[src/ufhic_pkg.sv]
// Purpose: Shared constants and types for the UART holding, queue and interrupt control block.
// Assumes: One 16x baud clock drives the whole block.
// Notes: Register addresses follow the three-bit register select of the parallel bus.
package ufhic_pkg;

  // ==========================================================================
  // Register addresses and bus
  // ==========================================================================
  localparam logic [2:0] UFHIC_ADDR_HOLDING = 3'h0;
  localparam logic [2:0] UFHIC_ADDR_MASK = 3'h1;
  localparam logic [2:0] UFHIC_ADDR_QUEUE = 3'h2;
  localparam logic [2:0] UFHIC_ADDR_LINE_CTRL = 3'h3;
  localparam logic [2:0] UFHIC_ADDR_LINE_STATUS = 3'h5;
  localparam logic [7:0] UFHIC_MASK_RESET = 8'h00;
  localparam logic [7:0] UFHIC_LINE_CTRL_RESET = 8'h03;
  localparam int UFHIC_DLAB_BIT = 7;

  // ==========================================================================
  // Field positions
  // ==========================================================================
  localparam int UFHIC_IE_RX = 0;
  localparam int UFHIC_IE_TX = 1;
  localparam int UFHIC_IE_LS = 2;
  localparam int UFHIC_IE_MS = 3;
  localparam int UFHIC_QC_EN = 0;
  localparam int UFHIC_QC_RXCLR = 1;
  localparam int UFHIC_QC_TXCLR = 2;
  localparam int UFHIC_QC_DMA = 3;
  localparam int UFHIC_QC_TRIG_LO = 6;
  localparam int UFHIC_QC_TRIG_HI = 7;

  // ==========================================================================
  // Queue and timing
  // ==========================================================================
  localparam int UFHIC_DEPTH = 16;
  localparam int UFHIC_PTR_W = 4;
  localparam int UFHIC_CNT_W = 5;
  localparam logic [3:0] UFHIC_OVERSAMPLE = 4'hF;   // Last tick of a 16-tick bit.
  localparam logic [3:0] UFHIC_START_MID = 4'h7;    // Centre of start bit.
  localparam int UFHIC_CHAR_BITS = 10;
  localparam int UFHIC_TIMEOUT_CHARS = 4;
  localparam int UFHIC_TIMEOUT_TICKS = UFHIC_TIMEOUT_CHARS * UFHIC_CHAR_BITS * 16;
  localparam logic [9:0] UFHIC_TIMEOUT_CNT = 10'(UFHIC_TIMEOUT_TICKS);

  // Interrupt identification codes.
  localparam logic [3:0] UFHIC_ID_NONE = 4'h1;
  localparam logic [3:0] UFHIC_ID_LINE = 4'h6;
  localparam logic [3:0] UFHIC_ID_RXDATA = 4'h4;
  localparam logic [3:0] UFHIC_ID_TIMEOUT = 4'hC;
  localparam logic [3:0] UFHIC_ID_TXEMPTY = 4'h2;
  localparam logic [3:0] UFHIC_ID_MODEM = 4'h0;

  // Received word: data plus per-character error flags.
  typedef struct packed {
    logic brk;
    logic framing;
    logic parity;
    logic [7:0] data;
  } ufhic_rx_word_type;

  // Host bus request bundle.
  typedef struct packed {
    logic rd;
    logic wr;
    logic [2:0] addr;
    logic [7:0] wdata;
  } ufhic_bus_type;

  typedef enum logic [1:0] {UFHIC_RX_IDLE, UFHIC_RX_START, UFHIC_RX_DATA, UFHIC_RX_STOP}
    ufhic_rx_state_type;

endpackage : ufhic_pkg

[src/ufhic_queue.sv]
// Purpose: Sixteen-entry first-in first-out store with occupancy count.
// Assumes: Push on full and pop on empty need no filtering by the caller; the store ignores them itself.
// Notes: Flush empties the store and resets pointers in one cycle.
`timescale 1ns/1ps
module ufhic_queue import ufhic_pkg::*; #(
  parameter int WIDTH = 8
) (
  // Clock and reset
  input wire logic clk,
  input wire logic reset_n,
  // Control
  input wire logic flush,
  input wire logic push,
  input wire logic [WIDTH-1:0] push_data,
  input wire logic pop,
  // Status
  output logic [WIDTH-1:0] head_data,
  output logic [UFHIC_CNT_W-1:0] count
);

  // ==========================================================================
  // Storage
  // ==========================================================================
  logic [WIDTH-1:0] mem_q [UFHIC_DEPTH];
  logic [UFHIC_PTR_W-1:0] wr_ptr_q;
  logic [UFHIC_PTR_W-1:0] rd_ptr_q;
  logic [UFHIC_CNT_W-1:0] count_q;
  wire do_push = push && (count_q != UFHIC_CNT_W'(UFHIC_DEPTH));
  wire do_pop = pop && (count_q != '0);

  assign head_data = mem_q[rd_ptr_q];
  assign count = count_q;

  // Data array has no reset; only pointers define contents.
  always_ff @(posedge clk) begin
    if (do_push) begin
      mem_q[wr_ptr_q] <= push_data;
    end
  end

  // Pointers and count; flush wins over traffic.
  always_ff @(posedge clk) begin
    if (!reset_n || flush) begin
      wr_ptr_q <= '0;
      rd_ptr_q <= '0;
      count_q <= '0;
    end else begin
      wr_ptr_q <= wr_ptr_q + UFHIC_PTR_W'(do_push);
      rd_ptr_q <= rd_ptr_q + UFHIC_PTR_W'(do_pop);
      count_q <= count_q + UFHIC_CNT_W'(do_push) - UFHIC_CNT_W'(do_pop);
    end
  end

endmodule : ufhic_queue

[src/ufhic_core.sv]
// Purpose: Holding registers, shifters, queues, interrupt gating and DMA ready pins of a UART.
// Assumes: All inputs synchronous to clk, which is the 16x baud clock; 8N1 framing.
// Notes: Line, modem and divisor logic outside; line control kept only for its latch bit.
`timescale 1ns/1ps
module ufhic_core import ufhic_pkg::*; (
  // Clock and reset
  input wire logic clk,
  input wire logic reset_n,
  // Parallel register bus
  input wire logic [2:0] bus_addr,
  input wire logic bus_wr,
  input wire logic bus_rd,
  input wire logic [7:0] bus_wdata,
  output logic [7:0] bus_rdata,
  // Serial line and modem status event
  input wire logic serial_in,
  input wire logic modem_event,
  output logic serial_out,
  // Interrupt and DMA pins
  output logic irq,
  output logic transmit_ready_pin_n,
  output logic receive_ready_pin_n
);

  // ==========================================================================
  // Decode
  // ==========================================================================
  ufhic_bus_type bus;
  assign bus = '{rd: bus_rd, wr: bus_wr, addr: bus_addr, wdata: bus_wdata};

  logic [7:0] mask_q;
  logic [7:0] line_ctrl_q;
  logic fifo_en_q;
  logic dma_mode_q;
  logic [1:0] trig_sel_q;

  // Registers below the divisor-latch bit are the normal set only.
  // Latch bit gating
  wire normal_set = !line_ctrl_q[UFHIC_DLAB_BIT];
  wire wr_holding = bus.wr && normal_set && (bus.addr == UFHIC_ADDR_HOLDING);
  wire wr_mask = bus.wr && normal_set && (bus.addr == UFHIC_ADDR_MASK);
  wire wr_queue = bus.wr && (bus.addr == UFHIC_ADDR_QUEUE);
  wire wr_line_ctrl = bus.wr && (bus.addr == UFHIC_ADDR_LINE_CTRL);
  wire rd_holding = bus.rd && normal_set && (bus.addr == UFHIC_ADDR_HOLDING);
  wire rd_ident = bus.rd && (bus.addr == UFHIC_ADDR_QUEUE);
  wire rd_status = bus.rd && (bus.addr == UFHIC_ADDR_LINE_STATUS);
  wire queue_take = wr_queue && bus.wdata[UFHIC_QC_EN];
  wire tx_flush = queue_take && bus.wdata[UFHIC_QC_TXCLR];
  wire rx_flush = queue_take && bus.wdata[UFHIC_QC_RXCLR];

  // Trigger level decode used by interrupt and ready pin logic.
  function automatic logic [UFHIC_CNT_W-1:0] trig_level(input logic [1:0] sel);
    case (sel)
      2'h0: trig_level = 5'h01;
      2'h1: trig_level = 5'h04;
      2'h2: trig_level = 5'h08;
      default: trig_level = 5'h0E;
    endcase
  endfunction : trig_level

  // Control registers; a queue write with enable clear only clears the enable, per intent.
  always_ff @(posedge clk) begin
    if (!reset_n) begin
      mask_q <= UFHIC_MASK_RESET;
      line_ctrl_q <= UFHIC_LINE_CTRL_RESET;
      fifo_en_q <= 1'b0;
      dma_mode_q <= 1'b0;
      trig_sel_q <= 2'h0;
    end else begin
      if (wr_mask) mask_q <= {4'h0, bus.wdata[3:0]};
      if (wr_line_ctrl) line_ctrl_q <= bus.wdata;
      if (wr_queue) fifo_en_q <= bus.wdata[UFHIC_QC_EN];
      if (queue_take) begin
        dma_mode_q <= bus.wdata[UFHIC_QC_DMA];
        trig_sel_q <= bus.wdata[UFHIC_QC_TRIG_HI:UFHIC_QC_TRIG_LO];
      end
    end
  end

  // ==========================================================================
  // Transmit path
  // ==========================================================================
  logic [7:0] tx_head;
  logic [UFHIC_CNT_W-1:0] tx_count;
  logic [9:0] tx_shift_q;
  logic [3:0] tx_bits_q;
  logic [3:0] tx_tick_q;
  logic tx_busy_q;
  // Without queues only one holding slot exists.
  wire [UFHIC_CNT_W-1:0] tx_cap = fifo_en_q ? UFHIC_CNT_W'(UFHIC_DEPTH) : 5'h01;
  wire tx_push = wr_holding && (tx_count < tx_cap);
  wire tx_load = !tx_busy_q && (tx_count != '0);
  wire tx_bit_end = tx_busy_q && (tx_tick_q == UFHIC_OVERSAMPLE);

  ufhic_queue #(.WIDTH(8)) u_tx_queue (
    .clk(clk),
    .reset_n(reset_n),
    .flush(tx_flush),
    .push(tx_push),
    .push_data(bus.wdata),
    .pop(tx_load),
    .head_data(tx_head),
    .count(tx_count)
  );

  // Shifter sends start, eight data, stop; flush does not touch it.
  always_ff @(posedge clk) begin
    if (!reset_n) begin
      tx_shift_q <= '1;
      tx_bits_q <= '0;
      tx_tick_q <= '0;
      tx_busy_q <= 1'b0;
    end else if (tx_load) begin
      tx_shift_q <= {1'b1, tx_head, 1'b0};
      tx_bits_q <= 4'(UFHIC_CHAR_BITS - 1);
      tx_tick_q <= '0;
      tx_busy_q <= 1'b1;
    end else if (tx_busy_q) begin
      tx_tick_q <= tx_tick_q + 4'h1;
      if (tx_bit_end) begin
        tx_shift_q <= {1'b1, tx_shift_q[9:1]};
        tx_bits_q <= tx_bits_q - 4'h1;
        tx_busy_q <= (tx_bits_q != '0);
      end
    end
  end

  wire hold_empty = fifo_en_q ? (tx_count == '0) : (tx_count == '0);
  wire tx_all_empty = hold_empty && !tx_busy_q;
  wire tx_full = (tx_count == UFHIC_CNT_W'(UFHIC_DEPTH));

  // ==========================================================================
  // Receive path
  // ==========================================================================
  ufhic_rx_state_type rx_state_q;
  logic [3:0] rx_tick_q;
  logic [2:0] rx_bit_q;
  logic [7:0] rx_data_q;
  logic rx_line_q;
  logic rx_push_q;
  ufhic_rx_word_type rx_word_q;
  ufhic_rx_word_type rx_head;
  logic [UFHIC_CNT_W-1:0] rx_count;
  logic overrun_q;
  logic [9:0] idle_cnt_q;
  logic timeout_q;
  wire rx_fall = rx_line_q && !serial_in;
  wire rx_mid = (rx_tick_q == UFHIC_START_MID);
  wire rx_end = (rx_tick_q == UFHIC_OVERSAMPLE);
  wire [UFHIC_CNT_W-1:0] rx_cap = fifo_en_q ? UFHIC_CNT_W'(UFHIC_DEPTH) : 5'h01;
  wire rx_pop = rd_holding;

  ufhic_queue #(.WIDTH($bits(ufhic_rx_word_type))) u_rx_queue (
    .clk(clk),
    .reset_n(reset_n),
    .flush(rx_flush),
    // Without queues the single holding slot refuses a second word; it counts as overrun.
    .push(rx_push_q && (rx_count < rx_cap)),
    .push_data(rx_word_q),
    .pop(rx_pop),
    .head_data(rx_head),
    .count(rx_count)
  );

  // Receiver state machine; the data shifter is unaffected by flush.
  always_ff @(posedge clk) begin
    if (!reset_n) begin
      rx_state_q <= UFHIC_RX_IDLE;
      rx_tick_q <= '0;
      rx_bit_q <= '0;
      rx_data_q <= '0;
      rx_line_q <= 1'b1;
      rx_push_q <= 1'b0;
      rx_word_q <= '0;
    end else begin
      rx_line_q <= serial_in;
      rx_push_q <= 1'b0;
      rx_tick_q <= rx_tick_q + 4'h1;
      case (rx_state_q)
        UFHIC_RX_IDLE: begin
          rx_tick_q <= '0;
          if (rx_fall) rx_state_q <= UFHIC_RX_START;
        end
        UFHIC_RX_START: begin
          if (rx_mid) begin
            rx_tick_q <= '0;
            rx_bit_q <= '0;
            rx_state_q <= serial_in ? UFHIC_RX_IDLE : UFHIC_RX_DATA;
          end
        end
        UFHIC_RX_DATA: begin
          if (rx_end) begin
            rx_data_q <= {serial_in, rx_data_q[7:1]};
            rx_bit_q <= rx_bit_q + 3'h1;
            if (rx_bit_q == 3'h7) rx_state_q <= UFHIC_RX_STOP;
          end
        end
        UFHIC_RX_STOP: begin
          if (rx_end) begin
            rx_word_q <= '{brk: !serial_in && (rx_data_q == '0), framing: !serial_in,
                           parity: 1'b0, data: rx_data_q};
            rx_push_q <= 1'b1;
            rx_state_q <= UFHIC_RX_IDLE;
          end
        end
        default: rx_state_q <= UFHIC_RX_IDLE;
      endcase
    end
  end

  wire rx_overflow = rx_push_q && (rx_count >= rx_cap);
  wire [UFHIC_CNT_W-1:0] trig = fifo_en_q ? trig_level(trig_sel_q) : 5'h01;
  wire trig_hit = (rx_count >= trig);
  wire rx_any = (rx_count != '0);
  // A framing or break error among the queued words is tracked as a summary held until the queue empties.
  logic queued_err_q;

  // Overrun and queued-error flags; a new overrun wins over the status-read clear, a new error over the empty-queue clear.
  always_ff @(posedge clk) begin
    if (!reset_n || rx_flush) begin
      overrun_q <= 1'b0;
      queued_err_q <= 1'b0;
    end else begin
      overrun_q <= rx_overflow || (overrun_q && !rd_status);
      queued_err_q <= (rx_push_q && (rx_word_q.framing || rx_word_q.brk)) ||
                      (queued_err_q && rx_any);
    end
  end

  always_ff @(posedge clk) begin
    if (!reset_n || rx_push_q || rx_pop || !rx_any || trig_hit) begin
      idle_cnt_q <= '0;
      timeout_q <= 1'b0;
    end else if (idle_cnt_q == UFHIC_TIMEOUT_CNT) begin
      timeout_q <= fifo_en_q;
    end else begin
      idle_cnt_q <= idle_cnt_q + 10'h001;
    end
  end

  // ==========================================================================
  // Status, identification and interrupt
  // ==========================================================================
  // Line status composition
  wire [7:0] line_status = {queued_err_q, tx_all_empty, hold_empty,
                            rx_any && rx_head.brk, rx_any && rx_head.framing,
                            rx_any && rx_head.parity, overrun_q, rx_any};
  wire src_line = mask_q[UFHIC_IE_LS] && (overrun_q || line_status[4:2] != '0);
  wire src_rx = mask_q[UFHIC_IE_RX] && trig_hit;
  wire src_to = mask_q[UFHIC_IE_RX] && timeout_q;
  wire src_tx = mask_q[UFHIC_IE_TX] && hold_empty;
  wire src_ms = mask_q[UFHIC_IE_MS] && modem_event;
  wire any_src = src_line || src_rx || src_to || src_tx || src_ms;
  wire [3:0] ident = src_line ? UFHIC_ID_LINE : src_rx ? UFHIC_ID_RXDATA :
                     src_to ? UFHIC_ID_TIMEOUT : src_tx ? UFHIC_ID_TXEMPTY :
                     src_ms ? UFHIC_ID_MODEM : UFHIC_ID_NONE;
  wire [7:0] rdata_d = (bus.addr == UFHIC_ADDR_HOLDING && normal_set) ? rx_head.data :
                       (bus.addr == UFHIC_ADDR_MASK && normal_set) ? mask_q :
                       rd_ident ? {{2{fifo_en_q}}, 2'h0, ident} :
                       (bus.addr == UFHIC_ADDR_LINE_CTRL) ? line_ctrl_q :
                       (bus.addr == UFHIC_ADDR_LINE_STATUS) ? line_status : 8'h00;

  wire mode1 = fifo_en_q && dma_mode_q;
  wire transmit_ready_pin_d = mode1 ? (tx_full ? 1'b1 : (tx_count == '0) ? 1'b0 : transmit_ready_pin_n)
                       : !hold_empty;
  wire receive_ready_pin_d = mode1 ? ((trig_hit || timeout_q) ? 1'b0 : !rx_any ? 1'b1 : receive_ready_pin_n)
                       : !rx_any;

  // Registered outputs.
  always_ff @(posedge clk) begin
    if (!reset_n) begin
      bus_rdata <= 8'h00;
      irq <= 1'b0;
      transmit_ready_pin_n <= 1'b0;
      receive_ready_pin_n <= 1'b1;
      serial_out <= 1'b1;
    end else begin
      bus_rdata <= bus.rd ? rdata_d : 8'h00;
      irq <= any_src;
      transmit_ready_pin_n <= transmit_ready_pin_d;
      receive_ready_pin_n <= receive_ready_pin_d;
      serial_out <= tx_busy_q ? tx_shift_q[0] : 1'b1;
    end
  end

endmodule : ufhic_core

[config.mk]
export PLATFORM = sky130hd
export DESIGN_NAME = ufhic_core
export DESIGN_NICKNAME = d
export VERILOG_FILES = /design/src/ufhic_pkg.sv /design/src/ufhic_queue.sv /design/src/ufhic_core.sv
export SDC_FILE = /design/constraint.sdc
export NUM_CORES = 1
export LEC_CHECK = 0
export BUFFER_PORTS_ARGS = -buffer_cell sky130_fd_sc_hd__buf_4
export CAP_MARGIN = 10
export CORE_MARGIN = 2
export CORE_UTILIZATION = 35
export DETAILED_ROUTE_END_ITERATION = 6
export GPL_TIMING_DRIVEN = 0
export SYNTH_ARGS = -nofsm -noshare
export SYNTH_HDL_FRONTEND = slang
export SYNTH_HIERARCHICAL = 1
export SYNTH_SLANG_ARGS = --single-unit
[constraint.sdc]
create_clock -name clk -period 9.28 [get_ports clk]
set_input_delay 0.464 -clock clk [delete_from_list [all_inputs] [get_ports clk]]
set_output_delay 0.464 -clock clk [all_outputs]
set_load 0.02 [all_outputs]
**Word-level counts from Yosys, hierarchy flattened**

Memory sizes are Yosys's and may differ from the RTL's. A register that Yosys moved wholly into a read port is not among the register bits.
Index checks and enable logic that the tools add are counted.

- Add/subtract/negate cells: 13
- Order comparisons: 4
- Equal/unequal tests: 24
- Multiplexer cells: 47
- Bitwise gates (word level): 1
- Reductions and logical operators: 82

Operator list:

| kind | count |
|---|---|
| two-way mux 8 bit | 5 |
| logical AND 1 bit | 37 |
| two-way mux 4 bit | 9 |
| two-way mux 9 bit | 3 |
| adder 4 x 1 -> 4 bit | 4 |
| logical OR 1 bit | 15 |
| two-way mux 1 bit | 15 |
| two-way mux 2 bit | 7 |
| AND reduction 2 bit | 7 |
| case mux 4 bit (3 select lines) | 1 |
| adder 10 x 1 -> 10 bit (second input constant) | 1 |
| adder 5 x 1 -> 5 bit | 2 |
| == test 10 bit (second input constant) | 1 |
| >= comparator 5 bit | 2 |
| less-than comparator 5 bit | 2 |
| two-way mux 5 bit | 2 |
| != test 2 bit (second input constant) | 5 |
| != test 5 bit (second input constant) | 2 |
| nonzero test 5 bit | 2 |
| subtractor 5 x 1 -> 5 bit | 2 |
| adder 4 x 1 -> 4 bit (second input constant) | 2 |
| == test 4 bit (second input constant) | 2 |
| logical NOT 8 bit | 1 |
| case mux 2 bit (4 select lines) | 1 |
| 26 further kinds | 41 |

- Register bits: 114
- RAM bits: 288
- Bits of input ports: 17
- Word-level logic and storage cells: 207
- Memories kept: 2

Memory list:

| memory | words | width | read ports | clocked after memory_dff | wr ports | RTL line | text |
|---|---|---|---|---|---|---|---|
| u_rx_queue.mem_q | 16 | 10 | 1 | 1 | 1 | ufhic_queue.sv:24 | `logic [WIDTH-1:0] mem_q [UFHIC_DEPTH];` |
| u_tx_queue.mem_q | 16 | 8 | 1 | 1 | 1 | ufhic_queue.sv:24 |  |

**Longest topological paths before layout**

Gate-level depths: netlist of run 1.

- Depth in word-level cells: 10
- Gate-level depth with buffers: 16
- Mapped depth without buffers: 15

**Cells and area by module**

The synthesis of run 1 kept the hierarchy.

Modules (own cells, without submodules):

| module | times used | cells an instance | area an instance (sq um) | seq. area each (sq um) |
|---|---|---|---|---|
| ufhic_queue (u_rx_queue) | 1 | 360 | 7483.4 | 5545.3 |
| ufhic_queue (u_tx_queue) | 1 | 288 | 5644.2 | 4103.9 |
| ufhic_core | 1 | 467 | 3957.5 | 1761.7 |

**Worst setup path before layout of run 1**

OpenSTA, ideal clock, no wires.

- Path type: register -> register
- From: register u_tx_queue.count_q[1] (netlist: u_tx_queue/count[1])
- To: register u_tx_queue.count_q[4] (netlist: u_tx_queue/count[4])
- Setup time: 0.070 ns
- Arrival time: 3.113 ns
- Required time: 9.210 ns
- Setup slack: 6.096 ns
- Cell stages (with the launch flop): 16
- Clock period less this slack: 3.184 ns
- Cell sequence: dfxtp_1 or4_1 buf_2 o21ai_0 and4b_1 inv_1 a31oi_4 inv_1 ha_1 inv_1 ha_1 fa_1 a21oi_1 nor2_1 or3_1 a21oi_1

- Cells in the longest elaborated chain, start to end: 5
- Elaborated cells on any way between the ends: 9
- Those cells by class: add/sub (2); order compare (1); eq/ne (1); reduce/logical (5)

RTL lines:

| what | RTL line | text |
|---|---|---|
| from (decl) | ufhic_queue.sv:27 | `logic [UFHIC_CNT_W-1:0] count_q;` |
| from (signal assigned) | ufhic_queue.sv:50 | `count_q <= count_q + UFHIC_CNT_W'(do_push) - UFHIC_CNT_W'(do_pop);` |
| less-than comparator 5 bit | ufhic_core.sv:91 | `wire tx_push = wr_holding && (tx_count < tx_cap);` |
| logical AND 1 bit | ufhic_core.sv:91 |  |
| named net tx_push | ufhic_core.sv:91 |  |
| logical AND 1 bit | ufhic_queue.sv:28 | `wire do_push = push && (count_q != UFHIC_CNT_W'(UFHIC_DEPTH));` |
| adder 5 x 1 -> 5 bit | ufhic_queue.sv:50 |  |
| subtractor 5 x 1 -> 5 bit | ufhic_queue.sv:50 |  |

The timed path passes the listed nets, and every way through them passes these cells.
A chain may end at the register's enable or synchronous reset.

**Final worst setup path of run 1**

- From: register line_ctrl_q[7]
- To: register u_tx_queue.count_q[4] (netlist: u_tx_queue/count[4])

- Cells in the longest elaborated chain, start to end: 7

RTL lines:

| what | RTL line | text |
|---|---|---|
| from (decl) | ufhic_core.sv:32 | `logic [7:0] line_ctrl_q;` |
| from (signal assigned) | ufhic_core.sv:71 | `if (wr_line_ctrl) line_ctrl_q <= bus.wdata;` |
| logical NOT 1 bit | ufhic_core.sv:39 | `wire normal_set = !line_ctrl_q[UFHIC_DLAB_BIT];` |
| logical AND 1 bit (2 in series) | ufhic_core.sv:40 | `wire wr_holding = bus.wr && normal_set && (bus.addr == UFHIC_ADDR_HOLDING);` |
| logical AND 1 bit | ufhic_core.sv:91 |  |
| named net tx_push | ufhic_core.sv:91 |  |
| logical AND 1 bit | ufhic_queue.sv:28 |  |
| adder 5 x 1 -> 5 bit | ufhic_queue.sv:50 |  |
| subtractor 5 x 1 -> 5 bit | ufhic_queue.sv:50 |  |

The timed path passes the listed nets, and every way through them passes these cells.

==> results of run 1 <==
==> state kept, by name (all words and copies together) (netlist names), 2 cells and up, named ones only <==
signal	count
rx_bit_q	3
u_rx_queue/count	5
line_ctrl_q	8
idle_cnt_q	10
u_tx_queue/wr_ptr_q	4
u_rx_queue/wr_ptr_q	4
bus_rdata	8
u_tx_queue/count	5
tx_shift_q	9
mask_q	4
u_tx_queue/mem_q	128
tx_tick_q	4
trig_sel_q	2
u_rx_queue/rd_ptr_q	4
rx_tick_q	4
u_tx_queue/rd_ptr_q	4
rx_data_q	8
tx_bits_q	4
rx_word_q	10
u_rx_queue/mem_q	176
==> cells in the mapped netlist, types with 6 or more instances <==
cell type	count
edfxtp_1	304
dfxtp_1	114
nor2_1	100
nand2_1	93
a22oi_1	41
mux4_2	41
a21oi_1	40
ha_1	35
mux4_1	35
inv_1	25
o21ai_0	23
nand3_1	21
and2_1	20
mux2i_1	18
xor2_1	18
buf_2	17
clkbuf_1	17
nor3_1	17
xnor2_1	12
nand2b_1	10
nor2b_1	10
nand4_1	9
buf_6	7
a211oi_1	6
==> layer usage <==
layer  wire (um)  part of all wire [%]  GRT usage [%]  up-vias
li1            -                     -              -     4468
met5          27                 0.072              0        -
met1       17400                    46           21.3     4831
met3        1930                   5.2           2.91       60
met2       17200                    46           23.3      226
met4         879                   2.3           4.34        4
==> report_power, final <==
group	leakage (uW)	switching (uW)	internal [uW]
Sequential	0.00370	46.0	2040
Combinational	0.00222	294	246
Clock	0.000674	723	998
==> final cells by class <==
| class | count | area (um^2) | area share (%) |
|---|---|---|---|
| plain buffers | 50 | 330 | 1.68 |
| clock buffers | 49 | 1100 | 5.60 |
| inverters | 27 | 104 | 0.529 |
| multi-input cells | 635 | 5320 | 27.1 |
| well taps | 615 | 769 | 3.92 |
| flip-flops and latches | 418 | 11400 | 58.1 |
| clock inverters | 30 | 319 | 1.63 |
| repair buffers | 35 | 278 | 1.42 |
==> cell usage in the layout (no fill, tap or decap), drive strengths merged, types with 18 or more instances in the layout <==
master | Yosys | routed
a21oi | 40 | 40
a22oi | 41 | 41
and2 | 20 | 20
buf | 29 | 64
clkbuf | 18 | 67
clkinv | 1 | 18
dfxtp | 114 | 114
edfxtp | 304 | 304
ha | 35 | 35
inv | 26 | 27
mux2i | 18 | 18
mux4 | 76 | 76
nand2 | 93 | 93
nand3 | 21 | 21
nor2 | 102 | 102
o21ai | 23 | 23
xor2 | 18 | 18
==> per-stage QoR <==
stage	total power [uW]	setup slack, ps	instance area, um^2	util (%)
6_report	4350	5560	19600	40.9
5_1_grt	4520	5340	19600	40.9
4_1_cts	4390	5630	19600	40.9
3_5_place_dp	2670	5410	18200	38.0
3_3_place_gp	2660	5200	18100	37.8
2_1_floorplan	2510	6100	17100	-
==> how the worst max path moves through the flow <==
stage	startpoint	endpoint	cells after the start
3_5_place_dp	bus_addr[2]	u_tx_queue/count[4]$_SDFF_PP0_	14
4_1_cts	line_ctrl_q[7]$_SDFFE_PN0P_	u_tx_queue/count[4]$_SDFF_PP0_	13
2_1_floorplan	u_tx_queue/count[1]$_SDFF_PP0_	u_tx_queue/count[4]$_SDFF_PP0_	15
6_report	line_ctrl_q[7]$_SDFFE_PN0P_	u_tx_queue/count[4]$_SDFF_PP0_	13
5_1_grt	line_ctrl_q[7]$_SDFFE_PN0P_	u_tx_queue/count[4]$_SDFF_PP0_	13
3_3_place_gp	bus_addr[2]	u_tx_queue/mem_q[0][1]$_DFFE_PP_	7
==> worst max-delay path, stage by stage, from the launching register on <==
cell     delay (ps)
dfxtp_1         370
nor4_1          860
and4b_1         330
inv_1            80
a31oi_4         270
inv_1            80
ha_1            280
inv_1            40
ha_1            200
fa_1            440
a21oi_1         160
nor2_1           70
or3_1           340
a21oi_1         140
==> kinds of logic (layout without fill, tap and decap cells) <==
kind of cell               Yosys count  in the layout  share of synthesized area (%)
AOI/OAI and AO/OA                  141            141                           5.68
buffers and inverters               77            191                           2.54
and+or+nand+nor                    316            316                           8.73
adders and majority gates           37             37                           2.80
muxes                               95             95                           11.9
xor gates and xnor gates            30             30                           1.54
DFF                                418            418                           66.8
other                                1             16                         0.0219
==> qor.yml, run 1 <==
timing:
  final-hold-violation-count: 0
  drv_slew: 0
  period_share_pct: 40.1
  finalSetupViolCount: 0
  rsz0062_at_grt: "no"
  fmax_mhz: 269
  hold_ws_ps: 152
  tightest_slew_ps: 1170
  skew_ps: 20.9
  post-route-min-period_ps: 3720
  slew_headroom_pct: 22.0
  final.setup.tns_ps: 0
synthesis:
  ys_async_sr_fraction_pct: 0
  ys_types: 62
  synth_cells: 1115
  synthesis.area_um2: 17100
  ys_ff_latch: 418
  synth_top_area_share_pct: 53.4
  seq_area_frac_synth_pct: 66.8
  ys_warn_count: 6
  synth_area_leaders: "edfxtp_1 53%, dfxtp_1 13%, mux4_2 5.4%"
  synth.avg_cell_area_um2: 15.3
  yosys.area.top_type: "edfxtp_1"
  synth_edf_count: 304
  yosys_most_used_dff: "edfxtp_1"
grt:
  grt_pass1_vias: 9344
  overflow: 0
  grt_start_max_net_pins: 20
  grt_pass1_wl_mm: 56.8
  track_usage_pct: 15.0
  antenna_found_initial: 2
job:
  cap_violations: 0
setup_path:
  path_max_fanout: 7
  cp_data_required_time_ps: 9770
  cp.arrival_ps: 4200
  worstRegToRegCells: 13
  cp-start-kind: "flop"
  r2r_end: "u_tx_queue/count[4]$_SDFF_PP0_"
  r2r_slack_ps: 5560
  crit_type: "reg2reg"
  r2r_start: "line_ctrl_q[7]$_SDFFE_PN0P_"
  endpoint_kind: "flop"
clock_network:
  ctsLongestPathBuffers: 3
  clk_latency_ps: 580
  numCtsBuffers: 43
  post-cts-setup-buffers: 0
  h-tree-depth: 2
  cts.sinks: 418
  cts_tree: "built"
  cts_resized: 0
  clk_pin_slew_ps: 60
  hold_buffers: 0
  ctsRootBufferMaster: "clkbuf_16"
floorplan:
  die_w_um: 225
  pin_count: 29
  die_area_um2: 50600
  core_um2: 47900
  num_rows: 80
  die_height_um: 225
  start_util_pct: 35.6
worst_hold_path:
  min-delay-start: "serial_in"
  holdPathStages: 2
  hold_path.class: "in2reg"
  hold_path_end: "rx_word_q[9]$_SDFFE_PN0P_"
placement:
  placedCellCount: 1780
  dp_hpwl_mm: 24.9
  numPortBuffers: 27
  gp_congestion: 0.836
power:
  p_leak_uw: 0.00660
  powerDensity_nw_per_um2: 221
  ir_worst_vdd_mv: 0.153
layout:
  nFillCells: 4330
  syn2layout_area_growth_pct: 14.9
  final_nets: 1264
  final_cells: 1859
  diodes: 0
  final_layout_size_suffix_gt1_share_pct: 15.1
outcome:
  outcome: "finished, final reports clean"
detailed_routing:
  antenna_left: 0
  drt_wl_total_mm: 37.4
  dr_total_vias: 9589
  drtIter0Drc: 609
  drt-wirelength-per-cell_um: 20.1
  drt_pre_antenna_iters: 5
  drcViolationCount: 0
  via_per_inst: 5.16
(Power assumes the default switching activity.)
==> run 2, diff against run 1 <==
clock period = 3.3 ns   (was 9.28 ns; I/O delays follow)
==> qor.yml, run 2 (synthesized netlist as in run 1, its figures left out) <==
setup_path:
  r2r_start: "u_tx_queue/count[0]$_SDFF_PP0_"
  cp-start-kind: "flop"
  cp_slowest_cell: "nor2_1"
  crit_cells: 8  # -5
  endpoint_kind: "flop"
  cp.buffers_inverters: 2  # -1
  r2r_end: "u_tx_queue/mem_q[1][4]$_DFFE_PP_"
  crit_type: "reg2reg"
  slowest_delay_ps: 680  # -180 ps
  cp_data_required_time_ps: 3490  # -6280 ps
  worstRegToRegCells: 8  # -5
  cp.arrival_ps: 3390  # -810 ps
  r2r_slack_ps: 100  # -5460 ps
  path_max_fanout: 8  # +1
  critPathTopFamily: "simple AND/OR/NAND/NOR gates"
  crit_chain: "or4_4 > o21ai_1 > and4b_1 > inv_2 > a31oi_4 > buf_4 > or3b_2 > nor2_1"
layout:
  largest_reg_flops: 176  # unchanged
  mostFrequentLayoutCell: "edfxtp_1"
  regMostFlops: "u_rx_queue/mem_q"
  final_layout_size_suffix_gt1_share_pct: 17.1  # +2.0 points
  diodes: 0  # unchanged
  syn2layout_area_growth_pct: 16.1
  final_nets: 1277  # +1.0%
  layout_common_cells: "304 x edfxtp_1, 111 x dfxtp_1, 95 x nor2_1, 93 x nand2_1, 43 x clkbuf_16"
  top_regs: "u_rx_queue/mem_q: 176 flops, u_tx_queue/mem_q: 128 flops"
clock_network:
  clk_latency_ps: 580  # about the same
  ctsRootBufferMaster: "clkbuf_16"
  cts_tree: "built"
  ctsLongestPathBuffers: 3  # unchanged
  h-tree-depth: 2  # unchanged
  cts.sinks: 418  # unchanged
  clk_pin_slew_ps: 60  # about the same
  numCtsBuffers: 43  # unchanged
timing:
  drv_slew: 0  # unchanged
  fmax_mhz: 313  # +16%
  skew_ps: 19.7  # -1.23 ps
  post-route-min-period_ps: 3200  # -520 ps
  period_share_pct: 96.9  # +57 points
  setup_slack_ps: 102  # -5460 ps
  slew_headroom_pct: 23.9  # +1.9 points
  final-hold-violation-count: 0  # unchanged
  hold_ws_ps: 16.8  # -135 ps
  rsz0062_at_grt: "yes"
  finalSetupViolCount: 0  # unchanged
  tightest_slew_ps: 1140  # -28.5 ps
floorplan:
  core_um2: 47900  # unchanged
  die_height_um: 225  # unchanged
  pin_count: 29  # unchanged
  start_util_pct: 35.6  # unchanged
  die_w_um: 225  # unchanged
  die_area_um2: 50600  # unchanged
  num_rows: 80  # unchanged
grt:
  antenna_found_initial: 2  # unchanged
  track_usage_pct: 15.1  # +0.091 points
  grt_start_max_net_pins: 20  # unchanged
  grt_pass1_wl_mm: 57.1  # +0.63%
  overflow: 0  # unchanged
  grt_pass1_vias: 9453  # +1.2%
power:
  ir_worst_vdd_mv: 0.430  # +180%
  p_leak_uw: 0.00668  # +1.2%
  powerDensity_nw_per_um2: 619  # +180%
detailed_routing:
  dr_total_vias: 9700  # +1.2%
  drt_wl_total_mm: 37.6  # +0.60%
  drt_pre_antenna_iters: 5  # unchanged
  via_per_inst: 5.18  # +0.46%
  drtIter0Drc: 632  # +3.8%
  drt-wirelength-per-cell_um: 20.1  # -0.10%
  drcViolationCount: 0  # unchanged
  antenna_left: 0  # unchanged
placement:
  post-place-ws_ps: -338  # -5750 ps
  gp_congestion: 0.836  # unchanged
  dp_hpwl_mm: 24.9  # unchanged
  numPortBuffers: 27  # unchanged
worst_hold_path:
  holdPathStages: 4  # +2
  hold_path_end: "bus_rdata[6]$_SDFF_PN0_"
  min-delay-start: "bus_addr[0]"
  hold_path.class: "in2reg"
outcome:
  outcome: "finished, final reports clean"
job:
  cap_violations: 0  # unchanged
-- run 2: changes by cell type in the layout (fill, tap and decap cells not counted), moves of 3 or more --
| cell | change |
|---|---|
| dlygate4sd3_1 | +10 |
| buf_4 | +5 |
| nor2_1 | -5 |
| nor2_2 | +5 |
| dfxtp_1 | -3 |
| dfxtp_2 | +3 |
-- run 2: worst max-delay path by stage --
stage | from | slack, ps | to
finish | u_tx_queue/count[0]$_SDFF_PP0_ | 100 | u_tx_queue/mem_q[1][4]$_DFFE_PP_
global route | u_tx_queue/count[2]$_SDFF_PP0_ | -10 | u_tx_queue/count[4]$_SDFF_PP0_
CTS | u_tx_queue/count[1]$_SDFF_PP0_ | -7 | u_tx_queue/count[4]$_SDFF_PP0_
detailed placement | line_ctrl_q[7]$_SDFFE_PN0P_ | -340 | u_tx_queue/count[4]$_SDFF_PP0_
global placement | fifo_en_q$_SDFFE_PN0P_ | -620 | u_rx_queue/mem_q[0][2]$_DFFE_PP_
floorplan | u_tx_queue/count[1]$_SDFF_PP0_ | 120 | u_tx_queue/count[4]$_SDFF_PP0_
-- run 2: final cells by class --
type	instances	area (um^2)
Buffer	49	329
Clock buffer	49	1100
Clock inverter	30	319
Fill cell	4320	28100
Inverter	27	104
Multi-Input combinational cell	635	5400
Sequential cell	418	11400
Tap cell	615	769
Timing Repair Buffer	49	408
-- run 2: timing repair --
action	4_1_cts	5_1_grt
setup endpoints to repair	69	109
endpoints found under the hold margin	141	0
pin swaps	1	4
hold buffers	10	0
gates resized for setup	12	19
buffers inserted	2	2
-- run 2: worst min-delay path, delay by kind of cell --
| family | cells | cell delay, ps |
|---|---|---|
| AO/OA/AOI/OAI | 1 | 90 |
| buffers and inverters | 1 | 120 |
| AND/OR/NAND/NOR | 2 | 130 |
-- run 2: metrics by stage --
step / cells / util [%] / power (uW) / area [um^2] / TNS, ps
2_1_floorplan: 1130 / - / 7070 / 17100 / 0
3_3_place_gp: 1772 / 37.8 / 7470 / 18100 / -35840
3_5_place_dp: 1780 / 38.0 / 7500 / 18200 / -10460
4_1_cts: 1871 / 41.3 / 12400 / 19800 / -6.86
5_1_grt: 1872 / 41.4 / 12800 / 19800 / -25.0
6_report: 1872 / 41.4 / 12300 / 19800 / 0
-- run 2: routing by layer --
layer,part of all wire [%],track usage [%]
met2,46,23.5
met5,0.072,0
met4,2.3,4.34
met3,4.8,2.91
met1,47,21.4
-- run 2: power by group --
part / internal, uW / total (uW) / switching [uW]
sequential: 5740 / 5870 / 130
combinational: 730 / 1580 / 855
clock: 2810 / 4840 / 2030
total: 9270 / 12300 / 3020
==> run 3, diff against run 2 <==
ABC_AREA = 1   (was not set)
==> qor.yml, run 3 <==
outcome:
  outcome: "finished, final reports clean"
setup_path:
  r2r_slack_ps: 120  # +20 ps
  crit_type: "reg2reg"
  r2r_end: "u_rx_queue/mem_q[7][5]$_DFFE_PP_"
  cp.arrival_ps: 3360  # -30 ps
  endpoint_kind: "flop"
  cp_data_required_time_ps: 3480  # about the same
  worstRegToRegCells: 8  # unchanged
  path_max_fanout: 11  # +3
  cp-start-kind: "flop"
  r2r_start: "fifo_en_q$_SDFFE_PN0P_"
power:
  power.share.combinational_pct: 15.2  # +2.3 points
  pwr-share-seq_pct: 46.6  # -1.1 points
  ir_worst_vdd_mv: 0.435  # +1.0%
  p_leak_uw: 0.00907  # +36%
  pwr-share-clk_pct: 38.1  # -1.3 points
  p_sw_uw: 3440  # +14%
  p_total_uw: 12500  # +2.0%
  power.internal_uw: 9100  # -1.8%
  switching_share_pct: 27.4  # +2.8 points
  powerDensity_nw_per_um2: 589  # -4.9%
synthesis:
  synth.avg_cell_area_um2: 9.42  # -38%
  ys_ff_latch: 418  # unchanged
  synth_area_leaders: "edfxtp_1 49%, dfxtp_1 12%, nand2_1 10%"
  ys_warn_count: 6  # unchanged
  ys_types: 50  # -19%
  synth_most_common_cell: "nand2_1"
  seq_area_frac_synth_pct: 61.2  # -5.5 points
  synth_edf_count: 304  # unchanged
  synthTopCellsByCount: "513 x nand2_1, 351 x inv_1, 304 x edfxtp_1, 263 x nand3_1, 114 x dfxtp_1"
  synth_cells: 1977  # +77%
  yosys_most_used_dff: "edfxtp_1"
  yosys.area.top_type: "edfxtp_1"
  synthesis.area_um2: 18600  # +9.1%
  synth_top_area_share_pct: 49.0  # -4.4 points
  ys_async_sr_fraction_pct: 0  # unchanged
grt:
  grt_start_max_net_pins: 20  # unchanged
  grtUsageMet3_pct: 2.22  # -0.69 points
  use_met2_pct: 28.9  # +5.4 points
  top_usage_layer: "met2"
  grt_pass1_vias: 12973  # +37%
  overflow: 0  # unchanged
  track_usage_pct: 17.4  # +2.3 points
  grt_pass1_wl_mm: 74.4  # +30%
  met1_usage_pct: 23.2  # +1.8 points
  antenna_found_initial: 2  # unchanged
layout:
  nFillCells: 5171  # +20%
  syn2layout_area_growth_pct: 14.3
  final_layout_size_suffix_gt1_share_pct: 9.61  # -7.5 points
  finalInstanceArea_um2: 21300  # +7.3%
  layout_common_cells: "513 x nand2_1, 351 x inv_1, 304 x edfxtp_1, 263 x nand3_1, 114 x dfxtp_1"
  largest_reg_flops: 176  # unchanged
  final_nets: 2132  # +67%
  regMostFlops: "u_rx_queue/mem_q"
  mostFrequentLayoutCell: "nand2_1"
  top_regs: "u_rx_queue/mem_q: 176 flops, u_tx_queue/mem_q: 128 flops"
detailed_routing:
  drt_pre_antenna_iters: 5  # unchanged
  drt-wirelength-per-cell_um: 17.4  # -13%
  via_per_inst: 4.88  # -5.8%
  dr_total_vias: 13668  # +41%
  drcViolationCount: 0  # unchanged
  drt_wl_total_mm: 48.7  # +30%
  antenna_left: 0  # unchanged
  drtIter0Drc: 1165  # +84%
worst_hold_path:
  holdPathStages: 4  # unchanged
  min-delay-start: "bus_addr[0]"
  hold_path_end: "bus_rdata[3]$_SDFF_PN0_"
  hold_path.class: "in2reg"
floorplan:
  die_height_um: 235  # +4.4%
  die_w_um: 235  # +4.4%
  pin_count: 29  # unchanged
  start_util_pct: 35.5  # -0.18 points
  num_rows: 84  # +5.0%
  core_um2: 52600  # +9.6%
  die_area_um2: 55100  # +8.9%
clock_network:
  numCtsBuffers: 45  # +4.7%
  clk_latency_ps: 580  # about the same
  clk_pin_slew_ps: 60  # about the same
  h-tree-depth: 2  # unchanged
  cts_tree: "built"
  ctsLongestPathBuffers: 3  # unchanged
  cts.sinks: 418  # unchanged
  ctsRootBufferMaster: "clkbuf_16"
  post-cts-setup-buffers: 0  # -2
timing:
  tightest_slew_ps: 1070  # -67.1 ps
  fmax_mhz: 315  # +0.69%
  post-route-min-period_ps: 3180  # -22.0 ps
  drv_slew: 0  # unchanged
  period_share_pct: 96.2  # -0.67 points
  final-hold-violation-count: 0  # unchanged
  rsz0062_at_grt: "yes"
  finalSetupViolCount: 0  # unchanged
  skew_ps: 23.5  # +3.81 ps
  slew_headroom_pct: 28.4  # +4.5 points
placement:
  numPortBuffers: 28  # +3.7%
  placed_area_um2: 19800  # +8.5%
  dp_hpwl_mm: 33.0  # +33%
  gp_congestion: 0.903  # +8.0%
job:
  cap_violations: 0  # unchanged
## run 3: metal layers
layer / vias to the layer above / wire (um) / part of all wire [%]
li1: 6589 / - / -
met1: 6587 / 21400 / 44
met2: 400 / 23100 / 47
met3: 92 / 2610 / 5.4
met4: 0 / 1580 / 3.2
met5: - / 0 / 0
## run 3: cell families (layout without fill, tap and decap cells)
| family | after synthesis | after routing | synth area share, % |
|---|---|---|---|
| simple gates | 932 | 932 | 21.6 |
| buf+inv | 433 | 553 | 9.58 |
| flops | 418 | 418 | 61.2 |
| compound gates | 143 | 143 | 4.34 |
| fa+ha+maj | 37 | 37 | 2.57 |
| xor+xnor | 13 | 13 | 0.611 |
| other cells | 1 | 17 | 0.0201 |
## run 3: cell type report
type | count | area (um^2) | area share [%]
antenna | 1 | 2.50 | 0.0118
buffer | 67 | 409 | 1.92
clock buffer | 57 | 1200 | 5.63
clock inverter | 24 | 181 | 0.852
inverter | 365 | 1370 | 6.45
multi-input combinational | 1141 | 5530 | 26.0
sequential | 418 | 11400 | 53.6
tap | 688 | 861 | 4.04
timing repair buffer | 40 | 330 | 1.55
## run 3: stage by stage
stage | setup TNS, ps | util, % | hold slack (ps) | setup slack, ps | cells
floorplan | 0 | - | 264 | 663 | 1992
global placement | -136 | 37.6 | 431 | -8.33 | 2708
detailed placement | -762 | 37.6 | 436 | -53.9 | 2708
CTS | -527 | 40.5 | 25.6 | -42.3 | 2801
global route | -2000 | 40.5 | 75.6 | -99.5 | 2800
finish | 0 | 40.5 | 58.2 | 124 | 2801
## run 3: worst max path at each step
stage	start	to	cells past startpoint
global route	fifo_en_q$_SDFFE_PN0P_	u_rx_queue/mem_q[7][1]$_DFFE_PP_	8
global placement	fifo_en_q$_SDFFE_PN0P_	u_rx_queue/mem_q[8][8]$_DFFE_PP_	9
floorplan	fifo_en_q$_SDFFE_PN0P_	u_rx_queue/count[4]$_SDFF_PP0_	16
detailed placement	fifo_en_q$_SDFFE_PN0P_	u_rx_queue/mem_q[8][5]$_DFFE_PP_	9
CTS	fifo_en_q$_SDFFE_PN0P_	u_rx_queue/mem_q[15][1]$_DFFE_PP_	9
finish	fifo_en_q$_SDFFE_PN0P_	u_rx_queue/mem_q[7][5]$_DFFE_PP_	8
## run 3: timing repair
action	4_1_cts	5_1_grt
gates resized for setup	6	8
endpoints found under the setup margin	70	111
hold buffers	12	0
endpoints found under the hold margin	123	0
## run 3: worst max-delay path, stage by stage (launching register included)
cell and delay [ps]:
dfxtp_1 520, inv_1 210, ha_1 350, a21o_1 190
nor2_1 70, o21ai_0 120, inv_1 180, nand3_1 250
nor2_1 880
## run 3: power by group through the flow
stage	sequential, uW	clock [uW]	combinational (uW)
after floorplan	5950	0	1310
after global placement	5950	0	1840
after detailed placement	5960	0	1880
after CTS	5850	4910	1910
after global routing	5860	5100	2150
final	5850	4780	1910
